--- config.mk ---
export PLATFORM = sky130hd
export DESIGN_NAME = idc_illum_ctrl
export DESIGN_NICKNAME = d
export VERILOG_FILES = /design/src/rtl/idc_pkg.sv /design/src/rtl/idc_illum_ctrl.sv /design/src/rtl/idc_regs.sv
export SDC_FILE = /design/constraint.sdc
export NUM_CORES = 1
export LEC_CHECK = 0
export BUFFER_PORTS_ARGS = -buffer_cell sky130_fd_sc_hd__buf_2
export CORE_MARGIN = 5
export CORE_UTILIZATION = 40
export DETAILED_ROUTE_END_ITERATION = 7
export PLACE_DENSITY = 0.71
export SETUP_SLACK_MARGIN = 0.5
export SLEW_MARGIN = 5
export SYNTH_ARGS = -nofsm -noshare
export SYNTH_HDL_FRONTEND = slang
export SYNTH_SLANG_ARGS = --single-unit
--- constraint.sdc ---
create_clock -name clk -period 1.7 [get_ports clk]
set_input_delay 0.255 -clock clk [delete_from_list [all_inputs] [get_ports clk]]
set_output_delay 0.255 -clock clk [all_outputs]
set_load 0.05 [all_outputs]
--- src/rtl/idc_pkg.sv ---
package idc_pkg;
    localparam int unsigned ADDR_W = 8;
    localparam int unsigned DATA_W = 8;

    // Register offsets on the control port
    localparam logic [7:0] OFS_ILLUM_CTRL = 8'h90;
    localparam logic [7:0] OFS_SEQ_CTRL   = 8'h91;

    // Reset values
    localparam logic [7:0] RST_ILLUM_CTRL = 8'hC4;
    localparam logic [7:0] RST_SEQ_CTRL   = 8'h03;
    localparam logic [7:0] RDATA_UNMAPPED = 8'h00;

    // Field positions in illumination_driver_control
    localparam int unsigned BIT_INVERT     = 1;
    localparam int unsigned BIT_PRIMARY_EN = 2;
    localparam int unsigned BIT_PREHEAT    = 3;
    localparam int unsigned BIT_TORCH      = 4;
    localparam int unsigned BIT_SECOND_EN  = 5;
endpackage

--- src/rtl/idc_illum_ctrl.sv ---
// What this block does
// - Polarity bit 1 inverts both illumination outputs while drivers are enabled.
// - Primary driver conducts only while its select bit is 1.
// - Preheat enable bit: 1 turns preheat on, 0 off.
// - Torch bit 1 holds illumination at a fixed level, no modulation: permanently active, or permanently idle when polarity bit is 1.
// - Secondary output driven only when selected, else high-Z with termination.
module idc_illum_ctrl
    import idc_pkg::*;
#(
    parameter int unsigned AW = ADDR_W,
    parameter int unsigned DW = DATA_W
) (
    input  wire logic          clk,
    input  wire logic          srst,
    input  wire logic [AW-1:0] reg_addr,
    input  wire logic [DW-1:0] reg_wdata,
    input  wire logic          reg_we,
    input  wire logic          reg_re,
    output logic      [DW-1:0] reg_rdata_q,
    output logic               reg_rvalid_q,
    input  wire logic          mod_in,
    output logic               primary_illum_oe_q,
    output logic               secondary_illum_out_q,
    output logic               secondary_illum_oe_q,
    output logic               secondary_term_en_q,
    output logic               preheat_en_q,
    output logic      [DW-1:0] seq_ctrl_q
);
    logic          hit_ctrl;
    logic          hit_seq;
    logic [DW-1:0] ctrl_q;
    logic [DW-1:0] seq_q;
    logic          invert;
    logic          primary_en;
    logic          second_en;
    logic          torch;
    logic          active;
    logic          level;

    assign hit_ctrl = (reg_addr == AW'(OFS_ILLUM_CTRL));
    assign hit_seq  = (reg_addr == AW'(OFS_SEQ_CTRL));

    idc_regs #(
        .DW (DW)
    ) u_regs (
        .clk     (clk),
        .srst    (srst),
        .wr_ctrl (reg_we && hit_ctrl),
        .wr_seq  (reg_we && hit_seq),
        .wdata   (reg_wdata),
        .ctrl_q  (ctrl_q),
        .seq_q   (seq_q)
    );

    assign invert     = ctrl_q[BIT_INVERT];
    assign primary_en = ctrl_q[BIT_PRIMARY_EN];
    assign second_en  = ctrl_q[BIT_SECOND_EN];
    assign torch      = ctrl_q[BIT_TORCH];

    // Torch overrides modulation before polarity, so inversion of a
    // torch-on output yields a permanently idle level
    assign active = torch ? 1'b1 : mod_in;
    assign level  = active ^ invert;

    // Read data registered; unmapped offsets answer zero
    always_ff @(posedge clk) begin
        if (srst) begin
            reg_rdata_q  <= DW'(RDATA_UNMAPPED);
            reg_rvalid_q <= 1'b0;
        end else begin
            reg_rvalid_q <= reg_re;
            if (reg_re && hit_ctrl) begin
                reg_rdata_q <= ctrl_q;
            end else if (reg_re && hit_seq) begin
                reg_rdata_q <= seq_q;
            end else if (reg_re) begin
                reg_rdata_q <= DW'(RDATA_UNMAPPED);
            end
        end
    end

    // Open-drain primary pin: oe high means pin conductive
    always_ff @(posedge clk) begin
        if (srst) begin
            primary_illum_oe_q <= 1'b0;
        end else begin
            primary_illum_oe_q <= primary_en && level;
        end
    end

    // Push-pull secondary pin, terminated to io_ground when released
    always_ff @(posedge clk) begin
        if (srst) begin
            secondary_illum_out_q <= 1'b0;
            secondary_illum_oe_q  <= 1'b0;
            secondary_term_en_q   <= 1'b1;
        end else begin
            secondary_illum_oe_q  <= second_en;
            secondary_term_en_q   <= !second_en;
            secondary_illum_out_q <= second_en && level;
        end
    end

    always_ff @(posedge clk) begin
        if (srst) begin
            preheat_en_q <= 1'b0;
            seq_ctrl_q   <= DW'(RST_SEQ_CTRL);
        end else begin
            preheat_en_q <= ctrl_q[BIT_PREHEAT];
            seq_ctrl_q   <= seq_q;
        end
    end

    chk_primary_disabled: assert property (
        @(posedge clk) disable iff (srst)
        !$past(primary_en) |-> !primary_illum_oe_q
    ) else $error("primary conducts while disabled");

    // Edge after reset still shows reset levels, so skip it
    chk_invert_idle: assert property (
        @(posedge clk) disable iff (srst)
        !$past(srst) && $past(primary_en && invert && !torch && !mod_in)
        |-> primary_illum_oe_q
    ) else $error("inverted idle primary not conductive");

    chk_plain_idle: assert property (
        @(posedge clk) disable iff (srst)
        !$past(srst) && $past(second_en && !invert && !torch && !mod_in)
        |-> secondary_illum_oe_q && !secondary_illum_out_q
    ) else $error("plain idle secondary not low");

    chk_plain_active: assert property (
        @(posedge clk) disable iff (srst)
        !$past(srst) && $past(second_en && !invert && (torch || mod_in))
        |-> secondary_illum_oe_q && secondary_illum_out_q
    ) else $error("plain active secondary not high");

    chk_torch_hold: assert property (
        @(posedge clk) disable iff (srst)
        (primary_en && torch && !invert) [*3]
        |=> primary_illum_oe_q && $past(primary_illum_oe_q)
    ) else $error("torch did not hold primary on");

    chk_torch_invert: assert property (
        @(posedge clk) disable iff (srst)
        $past(primary_en && torch && invert)
        |-> !primary_illum_oe_q
    ) else $error("inverted torch primary not idle");

    chk_mod_follow: assert property (
        @(posedge clk) disable iff (srst)
        !$past(srst) && $past(primary_en && !torch && !invert)
        |-> primary_illum_oe_q == $past(mod_in)
    ) else $error("primary does not follow modulation");

    chk_sec_release: assert property (
        @(posedge clk) disable iff (srst)
        $past(!second_en)
        |-> !secondary_illum_oe_q && secondary_term_en_q
            && !secondary_illum_out_q
    ) else $error("secondary driven while deselected");

    chk_sec_select: assert property (
        @(posedge clk) disable iff (srst)
        !$past(srst) && $past(second_en)
        |-> secondary_illum_oe_q && !secondary_term_en_q
    ) else $error("secondary not driven while selected");

    chk_sec_inverted: assert property (
        @(posedge clk) disable iff (srst)
        !$past(srst) && $past(second_en && invert)
        |-> secondary_illum_out_q == !$past(active)
    ) else $error("secondary polarity wrong");

    chk_preheat_write: assert property (
        @(posedge clk) disable iff (srst)
        reg_we && hit_ctrl
        |=> ##1 preheat_en_q == $past(reg_wdata[BIT_PREHEAT], 2)
    ) else $error("preheat not taken from write");

    chk_enable_write: assert property (
        @(posedge clk) disable iff (srst)
        reg_we && hit_ctrl && !reg_wdata[BIT_PRIMARY_EN]
        ##1 !(reg_we && hit_ctrl)
        |=> !primary_illum_oe_q
    ) else $error("primary still on after disable write");

    chk_read_unmapped: assert property (
        @(posedge clk) disable iff (srst)
        reg_re && !hit_ctrl && !hit_seq
        |=> reg_rvalid_q && reg_rdata_q == DW'(RDATA_UNMAPPED)
    ) else $error("unmapped read not zero");

    chk_ctrl_readback: assert property (
        @(posedge clk) disable iff (srst)
        reg_re && hit_ctrl
        |=> reg_rvalid_q && reg_rdata_q == $past(ctrl_q)
    ) else $error("control readback wrong");

    chk_rvalid_pulse: assert property (
        @(posedge clk) disable iff (srst)
        reg_rvalid_q == ($past(reg_re) && !$past(srst))
    ) else $error("read valid not one cycle after strobe");

    cov_torch_on: cover property (
        @(posedge clk) disable iff (srst)
        torch && primary_en ##1 primary_illum_oe_q
    );

    cov_inverted_mod: cover property (
        @(posedge clk) disable iff (srst)
        primary_en && invert && !torch && mod_in
        ##1 !primary_illum_oe_q
    );

    cov_sec_released: cover property (
        @(posedge clk) disable iff (srst)
        secondary_illum_oe_q ##1 !secondary_illum_oe_q
    );

    cov_ctrl_readback: cover property (
        @(posedge clk) disable iff (srst)
        reg_we && hit_ctrl ##1 reg_re && hit_ctrl ##1 reg_rvalid_q
    );
endmodule

--- src/rtl/idc_regs.sv ---
module idc_regs
    import idc_pkg::*;
#(
    parameter int unsigned DW = DATA_W
) (
    input  wire logic          clk,
    input  wire logic          srst,
    input  wire logic          wr_ctrl,
    input  wire logic          wr_seq,
    input  wire logic [DW-1:0] wdata,
    output logic      [DW-1:0] ctrl_q,
    output logic      [DW-1:0] seq_q
);
    // Reserved bits are stored as written and read back unchanged
    always_ff @(posedge clk) begin
        if (srst) begin
            ctrl_q <= DW'(RST_ILLUM_CTRL);
        end else if (wr_ctrl) begin
            ctrl_q <= wdata;
        end
    end

    always_ff @(posedge clk) begin
        if (srst) begin
            seq_q <= DW'(RST_SEQ_CTRL);
        end else if (wr_seq) begin
            seq_q <= wdata;
        end
    end
endmodule

==> out/qor.yml <==
worst_setup_path:
  path_max_fanout: 2
  critPathKind: "reg2out"
  end_kind: "output pin"
  crit_required_ps: 1440
  critPathTopFamily: "flip-flops"
  cp-start-kind: "register"
  slowest_stage: "dfxtp_1"
  crit_chain: "buf_2"
  cpPeakStageDelay_ps: 340
  crit_buf_inv: 1
  cp.arrival_ps: 890
sta:
  fin_skew_ps: 3.61
  fin_crit_sh: 0.673
  clock.fmax_mhz: 874
  maxSlewViolCount: 0
  relSlewSlack: 0.747
  finalHoldViolCount: 0
  tightest_slew_ps: 378
  tns_ps: 0
  finalSetupViolations: 0
  period_minus_slack_ps: 1140
  layout_setup_ws_ps: 556
  rsz0062_at_grt: "false"
  hold_ws_ps: 232
placement:
  gp_congestion: 0.813
  pre_cts_slack_ps: 295
  dp_hpwl_mm: 2.30
  place_inst: 226
  dpl_cell_area_um2: 1740
  io_buffers: 42
yosys:
  syn_avg_cell_area_um2: 10.6
  yosysMostFrequentCell: "dfxtp_1"
  yosys_warnings: 0
  syn_area_um2: 1460
  synth_top_area_frac: 0.520
  yosys.area.top_type: "dfxtp_1"
  ys.flop_type: "dfxtp_1"
  ys_ff_latch: 38
  synth_nets: 159
  synth_area_leaders: "dfxtp_1 (52%), nand2b_1 (9.0%), mux2i_1 (8.9%)"
  yosysSeqAreaShare: 0.520
  synth_cells: 138
  synth-edff-count: 0
  synth_cell_type_count: 17
  ys_async_sr_fraction: 0
  yosys-top-cells-count: "dfxtp_1 (38), nand2b_1 (21), mux2i_1 (13), nor2_1 (12), mux2_2 (11)"
final_layout:
  finalNetCount: 206
  syn_to_final_growth_pct: 26.5
  antennaDiodeCount: 0
  final_cells: 234
  nFillCells: 340
  final_area_um2: 1850
  layout-drive-gt1-share: 0.371
clock_network:
  cts_hold_buf: 0
  htreeDepth: 2
  cts.sinks: 38
  clockBufferDepth: 2
  clk_pin_slew_worst_paths_ps: 70
  cts_buffers: 5
  cts_root_buf: "clkbuf_8"
  postCtsResizedCells: 0
  clk-insertion-delay-late_ps: 290
  post_cts_buffers: 0
  cts_tree: "built"
global_route:
  grt_start_max_net_pins: 25
  grt_usage: 0.131
  grt_remaining_overflow: 0
  grt_pass1_wl_mm: 5.09
  grt_antenna_before_repair: 0
  use_met3: 0.0590
  grt_pass1_vias: 1149
  use_met1: 0.138
  use_met2: 0.221
  busiest_layer: "met2"
floorplanning:
  std_cell_rows: 22
  dieHeight_um: 70.5
  fp.dieArea_um2: 4970
  ioPinCount: 43
  die_w_um: 70.5
  start_util: 0.406
  coreArea_um2: 3610
power_and_ir_drop:
  peakVddDrop_uv: 416
  p_per_area_nw_per_um2: 943
  cellLeakagePower_nw: 0.914
drt:
  routed_via_density: 4.68
  wl_mm: 3.06
  drc_errors: 0
  antenna_left: 0
  dr.pass1.iters: 4
  wl_per_cell_um: 13.1
  vias: 1095
  first_iter_violations: 38
flow_run:
  drv_cap: 0
hold_path:
  hold_class: "in2reg"
outcome:
  status: "finished clean"
-- layout by cell type, fill, tap and decap left out, drive strengths merged, types with 5 or more instances in the layout --
| cell | netlist | layout |
|---|---|---|
| buf | 2 | 47 |
| dfxtp | 38 | 38 |
| nand2b | 21 | 21 |
| mux2i | 13 | 13 |
| nor2 | 12 | 12 |
| mux2 | 11 | 11 |
| nand4 | 9 | 9 |
| a21oi | 8 | 8 |
| nor2b | 7 | 7 |
| inv | 7 | 7 |
| clkbuf | 5 | 5 |
-- where the power goes --
| part | total (mW) | switching [mW] | leakage, nW | internal (mW) |
|---|---|---|---|---|
| Clock | 0.743 | 0.312 | 0.0579 | 0.432 |
| Sequential | 0.894 | 0.000868 | 0.307 | 0.893 |
| Combinational | 0.108 | 0.0603 | 0.549 | 0.0478 |
-- metrics by stage --
step / total power, mW / utilization
after floorplan: 0.978 / -
after global routing: 1.81 / 0.513
final: 1.75 / 0.513
after CTS: 1.76 / 0.513
after detailed placement: 1.02 / 0.483
after global placement: 1.02 / 0.483
-- flip-flops by register name, summed over array words and instances, names as in the netlist --
register and count:
seq_ctrl_q 8, preheat_en_q 1, u_regs.ctrl_q 8, reg_rdata_q 8
reg_rvalid_q 1, secondary_term_en_q 1, u_regs.seq_q 8, secondary_illum_oe_q 1
secondary_illum_out_q 1, primary_illum_oe_q 1
-- area by class of cell --
cell class / count / area [µm²] / area share
inverter: 7 / 26.3 / 0.0142
timing repair buffer: 47 / 248 / 0.134
multi-input combinational: 86 / 647 / 0.350
tap: 48 / 60.1 / 0.0325
clock inverter: 3 / 40.0 / 0.0216
sequential: 38 / 761 / 0.411
clock buffer: 5 / 68.8 / 0.0372
-- cell families after synthesis --
logic type / share of synthesized area
AO/OA/AOI/OAI: 0.0274
flip-flops: 0.520
AND/OR/NAND/NOR: 0.235
XOR/XNOR: 0.00599
multiplexers: 0.174
buffers and inverters: 0.0376
-- final timing paths --
check / start / endpoint / slack, ps / cells after the start
min reg2reg: u_regs.seq_q[1] / seq_ctrl_q[1] / 460 / 2
max: reg_rdata_q[2] / reg_rdata_q[2] / 560 / 1
max reg2reg: u_regs.ctrl_q[4] / primary_illum_oe_q / 810 / 3
min: reg_wdata[6] / u_regs.ctrl_q[6] / 230 / 3
-- metal layers --
| layer | wire length (µm) | up-vias |
|---|---|---|
| met1 | 1310 | 505 |
| met2 | 1500 | 28 |
| li1 | - | 554 |
| met5 | 0 | - |
| met3 | 173 | 8 |
| met4 | 72 | 0 |
Note: power is estimated with default switching activity, not from simulation.
